===== config.mk =====
export PLATFORM = sky130hd
export DESIGN_NAME = serial_dac_host_flat
export DESIGN_NICKNAME = d
export VERILOG_FILES = /design/src/rtl/serial_dac_pkg.sv /design/src/rtl/serial_dac_if.sv /design/src/rtl/serial_dac_host.sv /design/src/flat_wrapper.sv
export SDC_FILE = /design/constraint.sdc
export NUM_CORES = 1
export LEC_CHECK = 0
export ABC_AREA = 1
export BUFFER_PORTS_ARGS = -buffer_cell sky130_fd_sc_hd__buf_2
export CORE_MARGIN = 3
export CORE_UTILIZATION = 40
export CTS_BUF_LIST = sky130_fd_sc_hd__clkbuf_8
export CTS_CLUSTER_DIAMETER = 80
export DETAILED_ROUTE_END_ITERATION = 16
export PLACE_DENSITY = 0.68
export SETUP_SLACK_MARGIN = 0.2
export SLEW_MARGIN = 10
export SYNTH_ARGS = -nofsm -noshare
export SYNTH_HDL_FRONTEND = slang
export SYNTH_SLANG_ARGS = --single-unit
export TNS_END_PERCENT = 100

===== constraint.sdc =====
create_clock -name mclk_i -period 3.25 [get_ports mclk_i]
set_input_delay 0.4875 -clock mclk_i [delete_from_list [all_inputs] [get_ports mclk_i]]
set_output_delay 0.4875 -clock mclk_i [all_outputs]
set_load 0.005 [all_outputs]

===== src/rtl/serial_dac_pkg.sv =====
// Package: shared constants for the serial DAC loader link.
// Assumes both ends and the bench refer to names as serial_dac_pkg::name.
package serial_dac_pkg;
    // ----------------------------------------------------------------
    // Widths
    // ----------------------------------------------------------------
    localparam int SHIFT_W   = 16;   // Input shift register width
    localparam int CODE_W    = 10;   // DAC code width
    localparam int SUB_W     = 2;    // Sub-LSB bits
    localparam int LATCH_W   = 12;   // Code plus sub-LSB bits
    localparam int DUMMY_W   = 4;    // Upper dummy bits of long frame
    localparam int FULL_SCALE = 1024; // Code divisor of output
    localparam logic [CODE_W-1:0] DAC_RESET = 10'h000; // Power-up code
    localparam logic [CODE_W-1:0] MID_SCALE = 10'h200; // Half of reference
    // ----------------------------------------------------------------
    // Link timing
    // ----------------------------------------------------------------
    localparam int MCLK_NS   = 100;  // Host clock period
    localparam int LINK_HALF_NS = 100; // Least half period of link clock
    localparam int HALF_CYC  = (LINK_HALF_NS + MCLK_NS - 1) / MCLK_NS;
    localparam int GAP_CYC   = 2;    // Gap ends at this count, so the gap state lasts one host clock more
endpackage : serial_dac_pkg


===== src/rtl/serial_dac_if.sv =====
// Interface: three-wire serial link plus chain output.
// Assumes the host end drives clock, select and data; device drives chain.
interface serial_dac_if;
    logic sclk;        // Serial clock made by host
    logic sel_n;       // Frame select, active low
    logic serial_in;   // Data from host
    logic chain_out;   // Chained data from device
    modport host   (output sclk, output sel_n, output serial_in, input chain_out);
    modport device (input sclk, input sel_n, input serial_in, output chain_out);
endinterface : serial_dac_if


===== src/rtl/serial_dac_host.sv =====
// Host end: serial master making the link clock from mclk_i by a divider.
// Assumes a one-cycle write request with a code; ready shows idle, one host clock late.
// Assumes wr_i, code_i and long_frame_i come from logic on mclk_i.
// Assumes the device end is clocked only by the link clock and select made here.
module serial_dac_host #(
    parameter int HALF = serial_dac_pkg::HALF_CYC  // mclk cycles per link half period
) (
    // Clock and reset
    input  wire logic                                 mclk_i,
    input  wire logic                                 reset_n_i,
    // User request
    input  wire logic                                 wr_i,
    input  wire logic [serial_dac_pkg::CODE_W-1:0]    code_i,
    input  wire logic                                 long_frame_i,
    output logic                                      ready_o,
    output logic                                      done_o,
    output logic [serial_dac_pkg::SHIFT_W-1:0]        echo_o,
    // Link
    serial_dac_if.host                                link
);
    // ----------------------------------------------------------------
    // Types
    // ----------------------------------------------------------------
    // Idle, clock-low half, clock-high half, select-high gap after a frame
    typedef enum logic [1:0] {IDLE, LOW, HIGH, GAP} state_t;
    // ----------------------------------------------------------------
    // Registers
    // ----------------------------------------------------------------
    state_t                             state_reg;  // Frame state
    logic [7:0]                         div_reg;    // Half-period counter
    logic [4:0]                         bits_reg;   // Bits left
    logic [serial_dac_pkg::SHIFT_W-1:0] tx_reg;     // Outgoing word
    logic [serial_dac_pkg::SHIFT_W-1:0] rx_reg;     // Returned chain bits
    logic                               sclk_reg;   // Link clock out
    logic                               sel_n_reg;  // Select out
    logic                               dat_reg;    // Data out
    logic                               ch_m, ch_s; // Chain synchroniser
    // ----------------------------------------------------------------
    // Strobes
    // ----------------------------------------------------------------
    logic                               take;       // Request accepted now
    logic                               half_end;   // Last cycle of a half period
    logic                               gap_end;    // Last cycle of the gap
    logic [serial_dac_pkg::SHIFT_W-1:0] load_word;  // Word to send, MSB first
    logic [4:0]                         load_bits;  // Clock rises in the frame
    logic                               first_bit;  // Bit shown before first rise
    // A request counts only while idle and showing ready
    assign take      = (state_reg == IDLE) && wr_i && ready_o;
    // Divider compares; the casts keep them at counter width
    assign half_end  = (div_reg == 8'(HALF - 1));
    assign gap_end   = (div_reg == 8'(serial_dac_pkg::GAP_CYC));
    // Long frame: four dummies first; short: twelve bits only
    assign load_word = long_frame_i
        ? {{serial_dac_pkg::DUMMY_W{1'b0}}, code_i, {serial_dac_pkg::SUB_W{1'b0}}}
        : {code_i, {serial_dac_pkg::SUB_W{1'b0}}, {serial_dac_pkg::DUMMY_W{1'b0}}};
    // The whole word goes in a long frame; a short frame sends its upper twelve bits
    assign load_bits = long_frame_i
        ? 5'(serial_dac_pkg::SHIFT_W)
        : 5'(serial_dac_pkg::LATCH_W);
    // The first bit stands one link half period before the first rise
    assign first_bit = load_word[serial_dac_pkg::SHIFT_W-1];
    // ----------------------------------------------------------------
    // Chain input
    // ----------------------------------------------------------------
    // Two-flop synchroniser: the chain bit moves on the link clock
    always_ff @(posedge mclk_i or negedge reset_n_i) begin
        if (!reset_n_i) begin
            ch_m <= 1'b0;
            ch_s <= 1'b0;
        end else begin
            ch_m <= link.chain_out;
            ch_s <= ch_m;
        end
    end
    // ----------------------------------------------------------------
    // Frame sequencer
    // ----------------------------------------------------------------
    // State walks idle, then low and high halves per bit, then the gap
    always_ff @(posedge mclk_i or negedge reset_n_i) begin
        if (!reset_n_i) begin
            state_reg <= IDLE;
        end else begin
            unique case (state_reg)
                IDLE: begin
                    // Start a frame on an accepted request
                    if (take) begin
                        state_reg <= LOW;
                    end
                end
                LOW: begin
                    // End of clock-low half raises the clock
                    if (half_end) begin
                        state_reg <= HIGH;
                    end
                end
                HIGH: begin
                    // End of clock-high half: next bit or the gap
                    if (half_end) begin
                        state_reg <= (bits_reg == 5'h00) ? GAP : LOW;
                    end
                end
                GAP: begin
                    // Gap over: back to idle
                    if (gap_end) begin
                        state_reg <= IDLE;
                    end
                end
            endcase
        end
    end
    // Divider counts within each half period and across the gap
    always_ff @(posedge mclk_i or negedge reset_n_i) begin
        if (!reset_n_i) begin
            div_reg <= '0;
        end else if (take) begin
            div_reg <= '0;
        end else begin
            unique case (state_reg)
                IDLE: begin
                    // Hold while waiting
                    div_reg <= div_reg;
                end
                LOW, HIGH: begin
                    // Wrap at the end of each half
                    div_reg <= half_end ? 8'h00 : div_reg + 8'h01;
                end
                GAP: begin
                    // Wrap at the end of the gap
                    div_reg <= gap_end ? 8'h00 : div_reg + 8'h01;
                end
            endcase
        end
    end
    // Bit counter: loaded on take, one less at every rise
    always_ff @(posedge mclk_i or negedge reset_n_i) begin
        if (!reset_n_i) begin
            bits_reg <= '0;
        end else if (take) begin
            bits_reg <= load_bits;
        end else if (state_reg == LOW && half_end) begin
            bits_reg <= bits_reg - 5'h01;
        end
    end
    // Outgoing word: loaded on take, shifted at every rise
    always_ff @(posedge mclk_i or negedge reset_n_i) begin
        if (!reset_n_i) begin
            tx_reg <= '0;
        end else if (take) begin
            tx_reg <= load_word;
        end else if (state_reg == LOW && half_end) begin
            tx_reg <= {tx_reg[serial_dac_pkg::SHIFT_W-2:0], 1'b0};
        end
    end
    // Data changes only with the clock falling or before the first rise,
    // so it never moves at the edge that the device samples
    always_ff @(posedge mclk_i or negedge reset_n_i) begin
        if (!reset_n_i) begin
            dat_reg <= 1'b0;
        end else if (take) begin
            dat_reg <= first_bit;
        end else if (state_reg == HIGH && half_end) begin
            // Word was shifted at the rise: its MSB is the next bit
            dat_reg <= tx_reg[serial_dac_pkg::SHIFT_W-1];
        end
    end
    // Link clock: low while idle, toggled at the end of each half
    always_ff @(posedge mclk_i or negedge reset_n_i) begin
        if (!reset_n_i) begin
            sclk_reg <= 1'b0;
        end else if (state_reg == IDLE) begin
            sclk_reg <= 1'b0;
        end else if (state_reg == LOW && half_end) begin
            sclk_reg <= 1'b1;
        end else if (state_reg == HIGH && half_end) begin
            sclk_reg <= 1'b0;
        end
    end
    // Select falls on take and rises in the gap, both with clock low
    always_ff @(posedge mclk_i or negedge reset_n_i) begin
        if (!reset_n_i) begin
            sel_n_reg <= 1'b1;
        end else if (take) begin
            sel_n_reg <= 1'b0;
        end else if (state_reg == GAP) begin
            sel_n_reg <= 1'b1;
        end
    end
    // Returned chain bits taken as the clock falls
    always_ff @(posedge mclk_i or negedge reset_n_i) begin
        if (!reset_n_i) begin
            rx_reg <= '0;
        end else if (state_reg == HIGH && half_end) begin
            rx_reg <= {rx_reg[serial_dac_pkg::SHIFT_W-2:0], ch_s};
        end
    end
    // ----------------------------------------------------------------
    // User side
    // ----------------------------------------------------------------
    // Ready from the second idle cycle on (registered, so one cycle late); dropped at the take
    always_ff @(posedge mclk_i or negedge reset_n_i) begin
        if (!reset_n_i) begin
            ready_o <= 1'b0;
        end else if (state_reg == IDLE) begin
            ready_o <= !take;
        end
    end
    // Done pulses for one cycle as the gap ends
    always_ff @(posedge mclk_i or negedge reset_n_i) begin
        if (!reset_n_i) begin
            done_o <= 1'b0;
        end else begin
            done_o <= (state_reg == GAP) && gap_end;
        end
    end
    // Echo shows the chain bits of the finished frame
    always_ff @(posedge mclk_i or negedge reset_n_i) begin
        if (!reset_n_i) begin
            echo_o <= '0;
        end else if (state_reg == GAP && gap_end) begin
            echo_o <= rx_reg;
        end
    end
    // ----------------------------------------------------------------
    // Link pins
    // ----------------------------------------------------------------
    // All straight from registers
    assign link.sclk      = sclk_reg;
    assign link.sel_n     = sel_n_reg;
    assign link.serial_in = dat_reg;
endmodule : serial_dac_host


===== src/flat_wrapper.sv =====
// flat-port wrapper written by rule: the top's interface ports become plain ports
module serial_dac_host_flat 
#(
    parameter int HALF = serial_dac_pkg::HALF_CYC                                     
)
  (mclk_i, reset_n_i, wr_i, code_i, long_frame_i, ready_o, done_o, echo_o, link_sclk, link_sel_n, link_serial_in, link_chain_out);
  serial_dac_if link_i ();
  input  wire logic mclk_i;
  input  wire logic reset_n_i;
  input  wire logic wr_i;
  input  wire logic [serial_dac_pkg::CODE_W-1:0] code_i;
  input  wire logic long_frame_i;
  output logic ready_o;
  output logic done_o;
  output logic [serial_dac_pkg::SHIFT_W-1:0] echo_o;
  output wire logic [$bits(link_i.sclk)-1:0] link_sclk;
  output wire logic [$bits(link_i.sel_n)-1:0] link_sel_n;
  output wire logic [$bits(link_i.serial_in)-1:0] link_serial_in;
  input wire logic [$bits(link_i.chain_out)-1:0] link_chain_out;
  assign link_sclk = link_i.sclk;
  assign link_sel_n = link_i.sel_n;
  assign link_serial_in = link_i.serial_in;
  assign link_i.chain_out = link_chain_out;
  serial_dac_host #(.HALF(HALF)) u_core (.mclk_i(mclk_i), .reset_n_i(reset_n_i), .wr_i(wr_i), .code_i(code_i), .long_frame_i(long_frame_i), .ready_o(ready_o), .done_o(done_o), .echo_o(echo_o), .link(link_i));
endmodule

* After elaboration in Yosys (flattened, before gate mapping)
Cells that the tools add are included.
Word-level totals: word-level logic and storage cells 61, input bits 15, output and inout bits 21, flip-flop bits (word level) 70
Operators by class: reduce and logical (&&, ||, !) cells 15, multiplexer cells 23, eq/ne operators 8, add/sub/neg operators 2
Operators with widths (count):
- two-way mux 16 bit | 3
- two-way mux 8 bit | 3
- one-hot mux 8 bit (2 select lines) | 1
- two-way mux 5 bit | 3
- two-way mux 2 bit | 5
- adder 8 x 1 -> 8 bit (second input constant) | 1
- == test 8 x 2 -> 1 bit (second input constant) | 1
- logical NOT 8 bit | 1
- != test 2 x 1 -> 1 bit (second input constant) | 4
- one-hot mux 2 bit (4 select lines) | 1
- two-way mux 1 bit | 7
- nonzero test 2 bit | 3
- logical AND 1 bit | 5
- logical NOT 5 bit | 1
- subtractor 5 x 1 -> 5 bit (second input constant) | 1
- == test 2 bit (second input constant) | 2
- AND reduction 4 bit | 1
- nonzero test 3 bit | 1
- == test 2 x 1 -> 1 bit (second input constant) | 1
- logical NOT 2 bit | 1
- OR reduction 2 bit | 1
- logical NOT 1 bit | 1

* Depth between registers and ports, before layout
depth in word-level cells 5, gate-level depth with buffers 9, mapped depth without buffers 9

* Worst setup path after synthesis
OpenSTA, ideal clock, no wires.
path type register to register, start point register u_core.div_reg[0], end point register u_core.tx_reg[10] in the netlist's numbering, data arrival time 1228 ps, buffers on the path 1, period minus slack after synthesis 1345 ps, data required time 3133 ps, setup slack 1905 ps, stages on the path, launching flop included 9, setup time 117 ps, path through dfrtp_1 -> inv_1 -> ha_1 -> nand2_2 -> nor2_8 -> nand2_4 -> buf_2 -> nand3_1 -> nand2_1
On the way: word-level cells in the longest chain between the ends 3
RTL lines:
- from (decl) | line serial_dac_host.sv:30 | logic [7:0] div_reg;
- from (signal assigned) | line serial_dac_host.sv:121 | div_reg <= div_reg;
- from (signal assigned) | line serial_dac_host.sv:125 | div_reg <= half_end ? 8'h00 : div_reg + 8'h01;
- from (signal assigned) | line serial_dac_host.sv:129 | div_reg <= gap_end ? 8'h00 : div_reg + 8'h01;
- logical NOT 8 bit | line serial_dac_host.sv:50 | assign half_end = (div_reg == 8'(HALF - 1));
- logical AND 1 bit | line serial_dac_host.sv:150 | end else if (state_reg == LOW && half_end) begin
- nonzero test 2 bit (no line)
- to (signal assigned) | line serial_dac_host.sv:149 | tx_reg <= load_word;
- to (signal assigned) | line serial_dac_host.sv:151 | tx_reg <= {tx_reg[serial_dac_pkg::SHIFT_W-2:0], 1'b0};
- to (decl) | line serial_dac_host.sv:32 | logic [serial_dac_pkg::SHIFT_W-1:0] tx_reg;
Every way passes these cells. A chain may end at the register's enable or synchronous reset.

* Worst setup path in the final report
start point register u_core.div_reg[0], end point register u_core.dat_reg (netlist: u_core.link.serial_in)
On the way: word-level cells in the longest chain between the ends 3
RTL lines:
- logical NOT 8 bit | line serial_dac_host.sv:50
- logical AND 1 bit | line serial_dac_host.sv:161 | end else if (state_reg == HIGH && half_end) begin
- nonzero test 2 bit (no line)
- to (signal assigned) | line serial_dac_host.sv:160 | dat_reg <= first_bit;
- to (signal assigned) | line serial_dac_host.sv:163 | dat_reg <= tx_reg[serial_dac_pkg::SHIFT_W-1];
- to (decl) | line serial_dac_host.sv:36 | logic dat_reg;
Every way passes these cells.

==> summary.txt <==
Finish
  – Sequential cell area: 1700 sq um
  – Area Overhead vs Synth: 13.1%
  – Area taken by multi-input logic gates: 1240 sq um
  – Final #Nets: 432
  – Fraction of layout cells with a size suffix above 1: 17.9%
  – Fill count: 703
  – Finished Layout Cells: 517
  – Antenna diodes: 0

Power and ir drop
  – Pleak: 1.95 nW
  – Pwr dens: 488 nW/um^2
  – VDD IR max: 263 uV
  – Total power: 0.00176 W

GRT
  – Most Crowded Layer GR: met2
  – Met2 global-route usage: 21.2%
  – Pin count of the biggest net entering global routing: 69
  – GRT Util Overall: 14.1%
  – First-pass GRT wire length: 10,000 microns
  – Met3 Use GR: 5.52%
  – GR Overflow Total: 0
  – Grt met1 use: 19.3%
  – Initial antenna violation count: 0
  – Number of global-route vias before repair: 2,271

Timing
  – Final hold violations: 0
  – Final Skew: 0.0130 ns
  – Fmax: 568 MHz
  – Worst Tran Pin Value: 0.846 ns
  – Final cycle utilization of the critical path: 54.1%
  – Relative slew margins: 43.6%
  – Final setup viols: 0
  – Post-layout min period: 1.76 ns
  – Final Max Slew Viols: 0
  – RSZ-0062 raised after global routing: false
  – Final WS setup: 1.49 ns
  – Setup TNS: 0 ns

Floorplan
  – Core area: 7490 sq um
  – Die W: 95.2 microns
  – Die Height: 95.2 microns
  – Initial Util: 42.5%
  – Die ar.: 9060 sq um
  – # IOs: 36
  – Row count: 31

Synth
  – Avg Inst Size Synth: 8.37 sq um
  – EDFF count, synth: 0
  – Netlist cell types: 26
  – Mux cell area share after synthesis: 0%
  – Adder-Cell Fraction of Synth Area: 1.57%
  – Post-synthesis sequential area ratio: 53.5%
  – Synth area leaders: dfrtp_1 (53%), nand2_1 (17%), nand3_1 (5.0%)
  – Post-synthesis instance total: 380
  – Synth Area in Simple Gates: 28.2%
  – Compound-cell area share of the yosys netlist: 8.54%
  – Main flop type after synthesis: dfrtp_1
  – XOR/XNOR Fraction of Synth Area: 0.826%
  – Seq cells post-synth: 68
  – Ys async rst share: 100%
  – Synthesized area: 3180 sq um
  – Count leader, synth: nand2_1
  – Largest area contributor in the netlist: dfrtp_1
  – Synth warn: 0
  – Syn Nets: 399
  – Share of the synthesized area in the top cell type: 52.7%
  – Largest family of logic cells by synthesized area: simple AND/OR/NAND/NOR gates
  – Synth top cells by count: nand2_1 (142), dfrtp_1 (67), inv_1 (37)

Critical path
  – Capturing point of the worst reg2reg path: u_core.link.serial_in
  – Worst setup SP type: flop
  – WP data required: 3.48 ns
  – Critical Path AT: 1.99 ns
  – Reg-to-reg slack, setup: 1.49 ns
  – Worst Path Max Fanout: 34
  – Worst Setup Path Type: flop to flop
  – Crit. End Element: flop
  – Worst Reg-to-Reg Cells: 9
  – Reg2reg start: u_core.div_reg[0]
  – Setup crit start: u_core.div_reg[0]

Place
  – Post-DP HPWL: 3900 microns
  – IO buf count: 35
  – Place WS: 1.48 ns
  – Gpl congestion: 0.880
  – Total placed cells including tap cells: 501

Detailed routing
  – Post-DR vias/cell: 4.68
  – Initial DRC count: 153
  – Via count: 2,420
  – # DRC: 0
  – Number of routed nets with antenna violations: 0
  – Drt wl/cell: 11.2 microns
  – DR pass1 iterations: 4
  – WL final: 5800 microns

Clock tree
  – Post-CTS Setup Repair Bufs: 0
  – Clk pin slew, worst setup/hold paths: 0.08 ns
  – Post-CTS sizing: 0
  – H-tree depth: 3
  – CTS Buffer Depth: 2
  – CTS tree: yes
  – Hold_buf cts: 0
  – Clock Sink Count: 68
  – Skew-Pair Late Insertion Delay: 0.35 ns
  – Root buffer cell: clkbuf_8
  – Num CTS Buffers: 9

Worst hold path
  – Hold path start: link_chain_out
  – Worst hold path depth: 1
  – Hold/Removal Path Class: primary input to flop
  – Worst Hold Path EP: u_core.ch_m

Run
  – Max cap viols: 0

Outcome
  – Status: finished clean
area by class of cell:
cell class,instances,share of cell area [%]
Multi-Input combinational cell,261,34.6
Inverter,37,3.86
Clock inverter,7,2.29
Tap cell,99,3.44
Clock buffer,9,3.44
Sequential cell,68,47.3
Timing Repair Buffer,36,5.08
worst max path at each step:
stage / to / slack (ns) / cells after the start
6_report: u_core.link.serial_in / 1.49 / 9
5_1_grt: u_core.link.serial_in / 1.25 / 9
4_1_cts: u_core.link.serial_in / 1.47 / 9
3_5_place_dp: u_core.link.serial_in / 1.48 / 9
3_3_place_gp: u_core.link.serial_in / 1.52 / 9
2_1_floorplan: u_core.tx_reg[10] / 1.91 / 8
through the flow:
stage	area, sq um	util [%]	hold WS (ns)
after global routing	3600	48.1	0.242
after global placement	3390	45.3	0.336
after floorplan	3180	-	0.192
final	3600	48.1	0.267
after CTS	3600	48.1	0.241
after detailed placement	3390	45.3	0.339
cell usage in the layout (no fill, tap or decap), drive strengths merged, types with 2 or more instances in the layout:
cell	synthesis	final
nand2	149	149
dfrtp	67	67
o21ai	43	43
inv	37	41
buf	13	36
nand3	32	32
nor2	22	22
clkbuf	1	9
ha	4	4
a21oi	3	3
xnor2	2	2
o21bai	2	2
clkinvlp	0	2
where the power goes:
group	internal [W]	leakage (nW)	switching (W)
Clock	0.000367	0.0988	0.000355
Combinational	0.0000489	1.00	0.0000858
Sequential	0.000880	0.852	0.0000183
critical path: stages, from the launching register on:
cell and delay [ns]:
dfrtp_1 0.40, inv_1 0.11, ha_1 0.17, nand2_2 0.11, nor2_8 0.14, nand2_2 0.35, nand2_1 0.20, inv_1 0.07
nand2_1 0.06, nand2_1 0.05
routing by layer:
metal,wire length [microns],vias to the layer above
met4,39,0
met3,323,5
met2,2490,55
li1,-,1254
met1,2950,1106
met5,0,-
cells by family after synthesis:
| group | count (synthesis) |
|---|---|
| AOI/OAI and AO/OA | 48 |
| xor gates and xnor gates | 3 |
| buffers and inverters | 51 |
| DFF | 68 |
| and+or+nand+nor | 206 |
| adders and majority gates | 4 |
No activity file was read; power rests on OpenSTA's default activity.
